$ cat src/include/ccc_pkg.sv
// shared constants and carriers of the charge cycle controller
package ccc_pkg;

    // apb register byte offsets
    localparam logic [7:0] CCC_CTRL_OFS = 8'h00;
    localparam logic [7:0] CCC_STATUS_OFS = 8'h04;
    localparam logic [7:0] CCC_TIMER_OFS = 8'h08;
    localparam logic [7:0] CCC_RETRY_OFS = 8'h0c;

    // control register fields and reset value
    localparam int CCC_CTRL_INHIBIT_BIT = 0;
    localparam int CCC_CTRL_SUPPL_BIT = 1;
    localparam logic [1:0] CCC_CTRL_RESET = 2'h0;

    // clock and timing
    localparam int CCC_CLK_PERIOD_NS = 4;
    localparam int CCC_TICK_NS = 1000000;
    localparam int CCC_TICK_CYCLES_DEF = CCC_TICK_NS / CCC_CLK_PERIOD_NS;
    localparam int CCC_SAFETY_SHORT_H = 2;
    localparam int CCC_SAFETY_LONG_H = 10;
    localparam int CCC_TICKS_PER_H = 3600 * 1000;
    localparam int CCC_SAFETY_SHORT_DEF = CCC_SAFETY_SHORT_H * CCC_TICKS_PER_H;
    localparam int CCC_SAFETY_LONG_DEF = CCC_SAFETY_LONG_H * CCC_TICKS_PER_H;
    localparam int CCC_BLINK_MS = 500;
    localparam logic [9:0] CCC_BLINK_TICKS = 10'(CCC_BLINK_MS * 1000000 / CCC_TICK_NS);
    localparam logic [2:0] CCC_BOOST_RETRIES = 3'h7;

    // charge cycle states
    typedef enum logic [2:0] {
        CCC_IDLE,
        CCC_CHARGING,
        CCC_DONE,
        CCC_TIMER_FAULT
    } ccc_state_t;

    // charge current selection
    typedef enum logic [1:0] {
        CCC_I_FAST,
        CCC_I_COOL_20PCT,
        CCC_I_PRE_5PCT,
        CCC_I_SHORT
    } ccc_isel_t;

    // synchronous comparator flags from the analog side
    typedef struct packed {
        logic conv_running;
        logic fast_charge_current_below_term;
        logic vbat_above_recharge;
        logic power_regulation_state;
        logic thermal_regulation;
        logic vin_regulation;
        logic iin_regulation;
        logic ts_in_charge_zone;
        logic ts_cool;
        logic ts_warm;
        logic ts_boost_window;
        logic vbat_below_low;
        logic vbat_below_short;
        logic input_overvoltage;
        logic system_overvoltage;
        logic battery_overvoltage;
        logic bus_short;
        logic die_above_shutdown;
        logic die_below_restore;
        logic vbat_below_depletion;
        logic battery_overcurrent;
        logic input_plugin;
        logic boost_request;
        logic supplement_demand;
    } ccc_sense_t;

    // drive signals to the power stage
    typedef struct packed {
        logic high_side_switch;
        logic switching_enable;
        logic system_discharge_sink;
        logic battery_switch;
        logic charge_enable;
        ccc_isel_t current_sel;
        logic voltage_reduced;
        logic reverse_supply_output;
    } ccc_drive_t;

endpackage

$ cat src/hw/ccc_charge_cycle_controller.sv
`timescale 1ns/1ps
// Summary of operation
// - start only with converter, enable, thermistor, timer ok
// - terminate on low current, high voltage, no regulation
// - restart after termination below recharge threshold
// - charge enable toggle after done restarts charging
// - status low charging, high done/off, blink fault
// - battery switch off when done, supplement re-enables
// - thermistor outside charge zone suspends charging
// - cool zone selects one fifth current
// - warm zone selects reduced voltage target
// - boost suspended outside boost thermistor window
// - safety timer two or ten hours by battery
// - timer half rate during input or thermal regulation and in the cool zone
// - timer frozen on fault, cleared on restart
// - input overvoltage halts high side switch
// - system overvoltage stops switching, enables sink
// - bus short retries seven times then disables
// - thermal regulation disables termination, half rate
// - boost overtemperature opens switch, hysteresis restores
// - battery overvoltage disables charging immediately
// - depletion latches switch off until plug-in
// - short or precharge current below thresholds
// - overcurrent latches switch off until plug-in
module ccc_charge_cycle_controller #(
    parameter int TICK_CYCLES = ccc_pkg::CCC_TICK_CYCLES_DEF,
    parameter int SAFETY_SHORT_TICKS = ccc_pkg::CCC_SAFETY_SHORT_DEF,
    parameter int SAFETY_LONG_TICKS = ccc_pkg::CCC_SAFETY_LONG_DEF
) (
    // clock and reset
    input wire logic pclk,
    input wire logic presetn,
    // apb slave
    input wire logic psel,
    input wire logic penable,
    input wire logic pwrite,
    input wire logic [7:0] paddr,
    input wire logic [31:0] pwdata,
    output logic [31:0] prdata,
    output logic pready,
    output logic pslverr,
    // pins and analog flags
    input wire logic charge_enable_n,
    input wire ccc_pkg::ccc_sense_t sense,
    // power stage and status pin
    output ccc_pkg::ccc_drive_t drive,
    output logic status_out
);
    import ccc_pkg::*;

    ccc_state_t state_reg; // charge cycle state
    ccc_state_t state_next;
    logic [1:0] ctrl_reg; // software control bits
    logic [31:0] tick_cnt_reg; // prescaler toward one timer tick
    logic tick_reg; // one-cycle tick pulse
    logic half_phase_reg; // alternates to halve the timer rate
    logic [31:0] safety_cnt_reg; // elapsed safety timer ticks
    logic [9:0] blink_cnt_reg; // blink half period counter
    logic blink_reg; // blink phase
    logic latch_off_reg; // depletion or overcurrent latch
    logic therm_shut_reg; // boost overtemperature shutdown
    logic [2:0] retry_cnt_reg; // bus short retries spent
    logic otg_dead_reg; // retries exhausted
    logic short_seen_reg; // previous bus short, for edge detect
    logic start_ok; // start conditions of a cycle
    logic charge_fault; // conditions that pause charging
    logic terminate_ok; // termination conditions
    logic half_rate; // vin, iin or thermal regulation, or cool zone active
    logic timer_expired;
    logic restart; // a fresh cycle begins this cycle
    logic short_rise;
    logic boost_ok;
    logic apb_setup;
    logic apb_write;

    assign apb_setup = psel && !penable;
    assign apb_write = psel && penable && pready && pwrite;

    // start needs converter, enable low, thermistor in zone, no timer fault
    assign start_ok = sense.conv_running && !charge_enable_n && !ctrl_reg[CCC_CTRL_INHIBIT_BIT]
        && sense.ts_in_charge_zone && !timer_expired;
    // pauses charging and freezes the timer
    assign charge_fault = !sense.ts_in_charge_zone || sense.battery_overvoltage
        || sense.input_overvoltage || sense.system_overvoltage;
    // regulation loops keep the cycle alive even when current looks low
    assign terminate_ok = sense.fast_charge_current_below_term && sense.vbat_above_recharge
        && !sense.power_regulation_state && !sense.thermal_regulation;
    assign half_rate = sense.vin_regulation || sense.iin_regulation
        || sense.ts_cool || sense.thermal_regulation;
    assign timer_expired = sense.vbat_below_low ? (safety_cnt_reg >= 32'(SAFETY_SHORT_TICKS))
        : (safety_cnt_reg >= 32'(SAFETY_LONG_TICKS));
    assign restart = (state_reg != CCC_CHARGING) && (state_next == CCC_CHARGING);
    assign short_rise = sense.bus_short && !short_seen_reg;

    // next state of the charge cycle
    always_comb begin
        state_next = state_reg;
        case (state_reg)
            CCC_IDLE: begin
                if (start_ok) begin
                    state_next = CCC_CHARGING;
                end
            end
            CCC_CHARGING: begin
                if (charge_enable_n || ctrl_reg[CCC_CTRL_INHIBIT_BIT]) begin
                    state_next = CCC_IDLE;
                end else if (timer_expired) begin
                    state_next = CCC_TIMER_FAULT;
                end else if (terminate_ok && !charge_fault) begin
                    state_next = CCC_DONE;
                end
            end
            CCC_DONE: begin
                if (charge_enable_n) begin
                    state_next = CCC_IDLE;
                end else if (!sense.vbat_above_recharge && start_ok) begin
                    state_next = CCC_CHARGING;
                end
            end
            default: begin
                // timer fault holds until the cycle is stopped
                if (charge_enable_n) begin
                    state_next = CCC_IDLE;
                end
            end
        endcase
    end

    // state register
    always_ff @(posedge pclk or negedge presetn) begin
        if (!presetn) begin
            state_reg <= CCC_IDLE;
        end else begin
            state_reg <= state_next;
        end
    end

    // timer tick prescaler, long enough that the counter stays narrow
    always_ff @(posedge pclk or negedge presetn) begin
        if (!presetn) begin
            tick_cnt_reg <= 32'h0;
            tick_reg <= 1'b0;
        end else if (tick_cnt_reg >= 32'(TICK_CYCLES - 1)) begin
            tick_cnt_reg <= 32'h0;
            tick_reg <= 1'b1;
        end else begin
            tick_cnt_reg <= tick_cnt_reg + 32'h1;
            tick_reg <= 1'b0;
        end
    end

    // safety timer: cleared on restart, frozen on fault, halved in regulation
    always_ff @(posedge pclk or negedge presetn) begin
        if (!presetn) begin
            safety_cnt_reg <= 32'h0;
            half_phase_reg <= 1'b0;
        end else if (restart || state_reg == CCC_IDLE) begin
            // stopping sheds the count, so restart is possible
            safety_cnt_reg <= 32'h0;
            half_phase_reg <= 1'b0;
        end else if (state_reg == CCC_CHARGING && !charge_fault && tick_reg) begin
            half_phase_reg <= !half_phase_reg;
            if (!half_rate || half_phase_reg) begin
                safety_cnt_reg <= safety_cnt_reg + 32'h1;
            end
        end
    end

    // blink generator for the fault indication
    always_ff @(posedge pclk or negedge presetn) begin
        if (!presetn) begin
            blink_cnt_reg <= 10'h0;
            blink_reg <= 1'b0;
        end else if (tick_reg) begin
            if (blink_cnt_reg >= CCC_BLINK_TICKS - 10'h1) begin
                blink_cnt_reg <= 10'h0;
                blink_reg <= !blink_reg;
            end else begin
                blink_cnt_reg <= blink_cnt_reg + 10'h1;
            end
        end
    end

    // battery switch latch; a new event in the plug-in cycle still wins
    always_ff @(posedge pclk or negedge presetn) begin
        if (!presetn) begin
            latch_off_reg <= 1'b0;
        end else if (sense.vbat_below_depletion || sense.battery_overcurrent) begin
            latch_off_reg <= 1'b1;
        end else if (sense.input_plugin) begin
            latch_off_reg <= 1'b0;
        end
    end

    // boost thermal shutdown with hysteresis
    always_ff @(posedge pclk or negedge presetn) begin
        if (!presetn) begin
            therm_shut_reg <= 1'b0;
        end else if (sense.boost_request && sense.die_above_shutdown) begin
            therm_shut_reg <= 1'b1;
        end else if (sense.die_below_restore) begin
            therm_shut_reg <= 1'b0;
        end
    end

    // bus short retry counting; dropping the request rearms it
    always_ff @(posedge pclk or negedge presetn) begin
        if (!presetn) begin
            short_seen_reg <= 1'b0;
            retry_cnt_reg <= 3'h0;
            otg_dead_reg <= 1'b0;
        end else begin
            short_seen_reg <= sense.bus_short;
            if (!sense.boost_request) begin
                retry_cnt_reg <= 3'h0;
                otg_dead_reg <= 1'b0;
            end else if (short_rise) begin
                if (retry_cnt_reg == CCC_BOOST_RETRIES) begin
                    otg_dead_reg <= 1'b1;
                end else begin
                    retry_cnt_reg <= retry_cnt_reg + 3'h1;
                end
            end
        end
    end

    // boost runs only inside the thermistor window and off a short
    assign boost_ok = sense.boost_request && sense.ts_boost_window
        && !therm_shut_reg && !otg_dead_reg && !sense.bus_short;

    // power stage drive, all from flops
    always_ff @(posedge pclk or negedge presetn) begin
        if (!presetn) begin
            drive <= '0;
        end else begin
            drive.high_side_switch <= !sense.input_overvoltage && !sense.system_overvoltage;
            drive.switching_enable <= !sense.system_overvoltage;
            drive.system_discharge_sink <= sense.system_overvoltage;
            drive.battery_switch <= !latch_off_reg && !therm_shut_reg
                && (state_next != CCC_DONE || sense.supplement_demand
                || ctrl_reg[CCC_CTRL_SUPPL_BIT]);
            drive.charge_enable <= (state_next == CCC_CHARGING) && !charge_fault;
            if (sense.vbat_below_short) begin
                drive.current_sel <= CCC_I_SHORT;
            end else if (sense.vbat_below_low) begin
                drive.current_sel <= CCC_I_PRE_5PCT;
            end else if (sense.ts_cool) begin
                drive.current_sel <= CCC_I_COOL_20PCT;
            end else begin
                drive.current_sel <= CCC_I_FAST;
            end
            drive.voltage_reduced <= sense.ts_warm;
            drive.reverse_supply_output <= boost_ok;
        end
    end

    // status pin: low charging, blink on fault, high otherwise
    always_ff @(posedge pclk or negedge presetn) begin
        if (!presetn) begin
            status_out <= 1'b1;
        end else if (state_next == CCC_CHARGING) begin
            status_out <= 1'b0;
        end else if (state_next == CCC_TIMER_FAULT) begin
            status_out <= blink_reg;
        end else begin
            status_out <= 1'b1;
        end
    end

    // control register write, taken on the access edge
    always_ff @(posedge pclk or negedge presetn) begin
        if (!presetn) begin
            ctrl_reg <= CCC_CTRL_RESET;
        end else if (apb_write && paddr == CCC_CTRL_OFS) begin
            ctrl_reg <= pwdata[1:0];
        end
    end

    // read data and ready prepared at setup, so every access has one wait-free cycle
    always_ff @(posedge pclk or negedge presetn) begin
        if (!presetn) begin
            prdata <= 32'h0;
            pready <= 1'b0;
            pslverr <= 1'b0;
        end else begin
            pready <= apb_setup;
            pslverr <= 1'b0;
            prdata <= 32'h0;
            if (apb_setup) begin
                if (paddr == CCC_CTRL_OFS) begin
                    prdata <= {30'h0, ctrl_reg};
                end else if (paddr == CCC_STATUS_OFS) begin
                    prdata <= {22'h0, otg_dead_reg, therm_shut_reg, latch_off_reg,
                        status_out, drive.battery_switch, drive.charge_enable, 1'b0, state_reg};
                end else if (paddr == CCC_TIMER_OFS) begin
                    prdata <= safety_cnt_reg;
                end else if (paddr == CCC_RETRY_OFS) begin
                    prdata <= {29'h0, retry_cnt_reg};
                end else begin
                    pslverr <= 1'b1; // unmapped address
                end
            end
        end
    end
endmodule

$ cat config.mk
export PLATFORM = sky130hd
export DESIGN_NAME = ccc_charge_cycle_controller
export DESIGN_NICKNAME = d
export VERILOG_FILES = /design/src/include/ccc_pkg.sv /design/src/hw/ccc_charge_cycle_controller.sv
export SDC_FILE = /design/constraint.sdc
export NUM_CORES = 1
export LEC_CHECK = 0
export BUFFER_PORTS_ARGS = -buffer_cell sky130_fd_sc_hd__buf_2
export CORE_MARGIN = 2
export CORE_UTILIZATION = 50
export CTS_CLUSTER_DIAMETER = 30
export DETAILED_ROUTE_END_ITERATION = 12
export PLACE_DENSITY = 0.73
export RECOVER_POWER = 25
export SYNTH_ARGS = -nofsm -noshare
export SYNTH_HDL_FRONTEND = slang
export SYNTH_SLANG_ARGS = --single-unit
$ cat constraint.sdc
create_clock -name pclk -period 3.4 [get_ports pclk]
set_input_delay 1.02 -clock pclk [delete_from_list [all_inputs] [get_ports pclk]]
set_output_delay 1.02 -clock pclk [all_outputs]
set_load 0.02 [all_outputs]
==> metrics.cfg <==
[die]
rows=39
floorplan.core_area_um2=11500
initial_utilization=0.516
die_width_um=113
design.die.area_um2=12700
ios=114
fp.dieH_um=113

[global_route]
grt_util_met1=0.274
global_route.peak_usage_layer=met2
antenna_found_initial=0
grt_first_pass_wirelength_um=20900
grt_use_met2=0.329
grt.total_usage=0.209
globalRouteOverflowTotal=0
grt_start_max_net_pins=45
groute.layer.met3.usage=0.0600
first_global_vias=4332

[run_status]
failed_checks=max-capacitance violations, max-slew violations
run_status=finished with violations

[cts]
cts.reportedPaths.clkPinSlew_ns=0.06
clock_tree.root_cell=sky130_fd_sc_hd__clkbuf_16
tritoncts=built
cts_resized=0
cts-root-to-sink-buffers=2
cts_hold_repair.buffers=0
clock_insertion_delay_worst_skew_ns=0.41
cts-buffers-inserted=17
numClockSinks=133
cts-htree-levels=4
cts.repair_timing.setup_buffer_count=0

[timing]
worst_clock_skew_ns=0.00862
fin_tns_setup_ns=0
post-route-worst-setup-slack_ns=0.430
finalSetupViolations=0
fin_crit_sh=0.873
fmax_ghz=0.337
rsz_0062_raised_after_global_routing=no
maxSlewHeadroom=-0.572
final_hold_viol_count=0
slew_viol_final=41
tightest_slew_ns=2.36
finalWorstPathRequiredPeriod_ns=2.97

[route]
number_of_vias_after_detailed_routing=4260
wl_per_cell_um=14.9
initial_drt_pass_iterations=5
drc=0
postRouteAntennaNets=0
detail_route.iter0.violations=285
vias_per_cell=5.34
drt_wl_total_um=11900

[cells_and_area]
fillers=934
syn_to_final_growth_pct=21.4
layoutNonFillerInstCount=798
antenna_cells_inserted=0
layout_cell_share_with_drive_strength_beyond_1=0.244
seqCellArea_um2=3330
area_of_the_multi_input_gates_um2=2480
final_util=0.626
fin_nets=718

[yosys]
synth_seq_area_share=0.563
async_reset_ff_frac=1.00
synth_top_area_frac=0.558
synth_top_cell_by_area=sky130_fd_sc_hd__dfrtp_1
synth-edff-count=0
post_synth_instance_area_um2=5920
post_synth_inst_count=535
synth_top_cells_by_count=132 x sky130_fd_sc_hd__dfrtp_1, 57 x sky130_fd_sc_hd__nor2_1, 42 x sky130_fd_sc_hd__nand2_1, 30 x sky130_fd_sc_hd__xnor2_1, 25 x sky130_fd_sc_hd__and2_1
synth_cell_types=69
post_synth.cell_area_avg_um2=11.1
yosys.cell_count.top_type=sky130_fd_sc_hd__dfrtp_1
synthTopCellsByArea=sky130_fd_sc_hd__dfrtp_1 56%, sky130_fd_sc_hd__xnor2_1 4.4%, sky130_fd_sc_hd__nor2_1 3.6%
synth-main-ff-cell=sky130_fd_sc_hd__dfrtp_1
yosys_register_bits=133
yosys_warnings=0

[critical_path]
critical-path-slowest-cell=sky130_fd_sc_hd__or3b_4
ff2ff_path_depth=8
timing.critical_path.required_ns=3.68
worst-path-stages=9
worstReg2RegStart=safety_cnt_reg[22]
regToRegEndpoint=safety_cnt_reg[16]
worst_path_dominant_cell_family=simple AND/OR/NAND/NOR gates
critPathMaxFanout=27
end_kind=flip-flop
worstSetupStartpoint=sense[12]
critical_path.cell_chain=clkbuf_1, inv_1, or4_1, a311oi_1, a21oi_2, or3b_4, a2111oi_4, buf_12, nor3_1
timing.critical_path.to=safety_cnt_reg[16]
timing.critical_path.arrival_ns=3.25
critical_path_class=primary input to flip-flop
setup_crit_start_kind=primary input
cp_slowest_stage_delay_ns=0.44
ff2ff_setup_slack_ns=0.63
cp.buffers_inverters=3

[power]
pwr_density_cell_nw_per_um2=517
vdd_drop_max_uv=457
cellLeakagePower_nw=3.30

[placed_design]
port-buffer-count=83
gp_routability_congestion=0.820
dpl.hpwl_um=8370
place_worst_setup_slack_ns=0.0797
place.detailed.instances=766

[worst_hold_path]
worst_hold_path.num_cells=1
hold_path_class=flip-flop to flip-flop

[flow_run]
timing.max_cap.violations=1

## per-layer routing
metal / share of wire / vias to the layer above / wire length (um)
met5: 0 / - / 0
met4: 0.021 / 0 / 256
met3: 0.039 / 23 / 461
met2: 0.50 / 83 / 6020
met1: 0.44 / 2112 / 5190
li1: - / 2042 / -
## cell families after synthesis
family,count (synthesis),synth area share
flip-flops,133,0.563
XOR/XNOR,53,0.0785
other,1,0.000634
AO/OA/AOI/OAI,47,0.0613
buffers and inverters,33,0.0264
AND/OR/NAND/NOR,253,0.238
multiplexers,9,0.0201
adder cells (fa/ha/maj),6,0.0127
## stage by stage
step,power (mW),hold slack (ns),cell area [um^2]
after global routing,3.87,0.482,7180
after global placement,1.89,0.440,6590
after detailed placement,1.90,0.449,6590
after floorplan,1.80,0.425,5970
after CTS,3.76,0.456,7190
final,3.71,0.453,7180
## worst min path at each step
stage / to / start / slack [ns]
after CTS: tick_cnt_reg[0] / tick_cnt_reg[0] / 0.46
after global routing: tick_cnt_reg[0] / tick_cnt_reg[0] / 0.48
final: tick_cnt_reg[0] / tick_cnt_reg[0] / 0.45
after floorplan: tick_cnt_reg[0] / tick_cnt_reg[0] / 0.43
after global placement: tick_cnt_reg[0] / tick_cnt_reg[0] / 0.44
after detailed placement: tick_cnt_reg[0] / tick_cnt_reg[0] / 0.45
## layout make-up
class | instances | share of cell area
flip-flops and latches | 133 | 0.464
multi-input cells | 382 | 0.346
repair buffers | 95 | 0.0746
clock buffers | 23 | 0.0666
well taps | 143 | 0.0249
clock inverters | 9 | 0.0174
inverters | 13 | 0.00680
## power by group
| part | total, mW | switching, mW | internal (mW) | leakage, nW |
|---|---|---|---|---|
| logic | 0.187 | 0.114 | 0.0723 | 1.23 |
| registers | 1.69 | 0.0482 | 1.64 | 1.78 |
| clock network | 1.84 | 0.637 | 1.21 | 0.293 |
| total | 3.71 | 0.799 | 2.92 | 3.30 |
## cell usage in the layout (no fill, tap or decap), types with 9 or more instances in the layout
cell                        synthesis  routed
sky130_fd_sc_hd__inv_1             13      13
sky130_fd_sc_hd__nand3_1           19      19
sky130_fd_sc_hd__nand4_1           13      13
sky130_fd_sc_hd__conb_1             1      14
sky130_fd_sc_hd__nor2_1            57      57
sky130_fd_sc_hd__and2_1            25      25
sky130_fd_sc_hd__and3_1             9       9
sky130_fd_sc_hd__clkbuf_1          12       9
sky130_fd_sc_hd__xnor2_1           30      30
sky130_fd_sc_hd__dfrtp_1          132     132
sky130_fd_sc_hd__nor2b_1           10      10
sky130_fd_sc_hd__nor4_1            11      11
sky130_fd_sc_hd__clkbuf_16          0      17
sky130_fd_sc_hd__nor3_1            17      16
sky130_fd_sc_hd__xor2_1            23      23
sky130_fd_sc_hd__nand2_1           42      42
sky130_fd_sc_hd__nor3_2            15      16
sky130_fd_sc_hd__o21ai_0           11      11
sky130_fd_sc_hd__buf_2              2      77
sky130_fd_sc_hd__buf_4              2       9
Note: power is estimated with default switching activity, not from simulation.
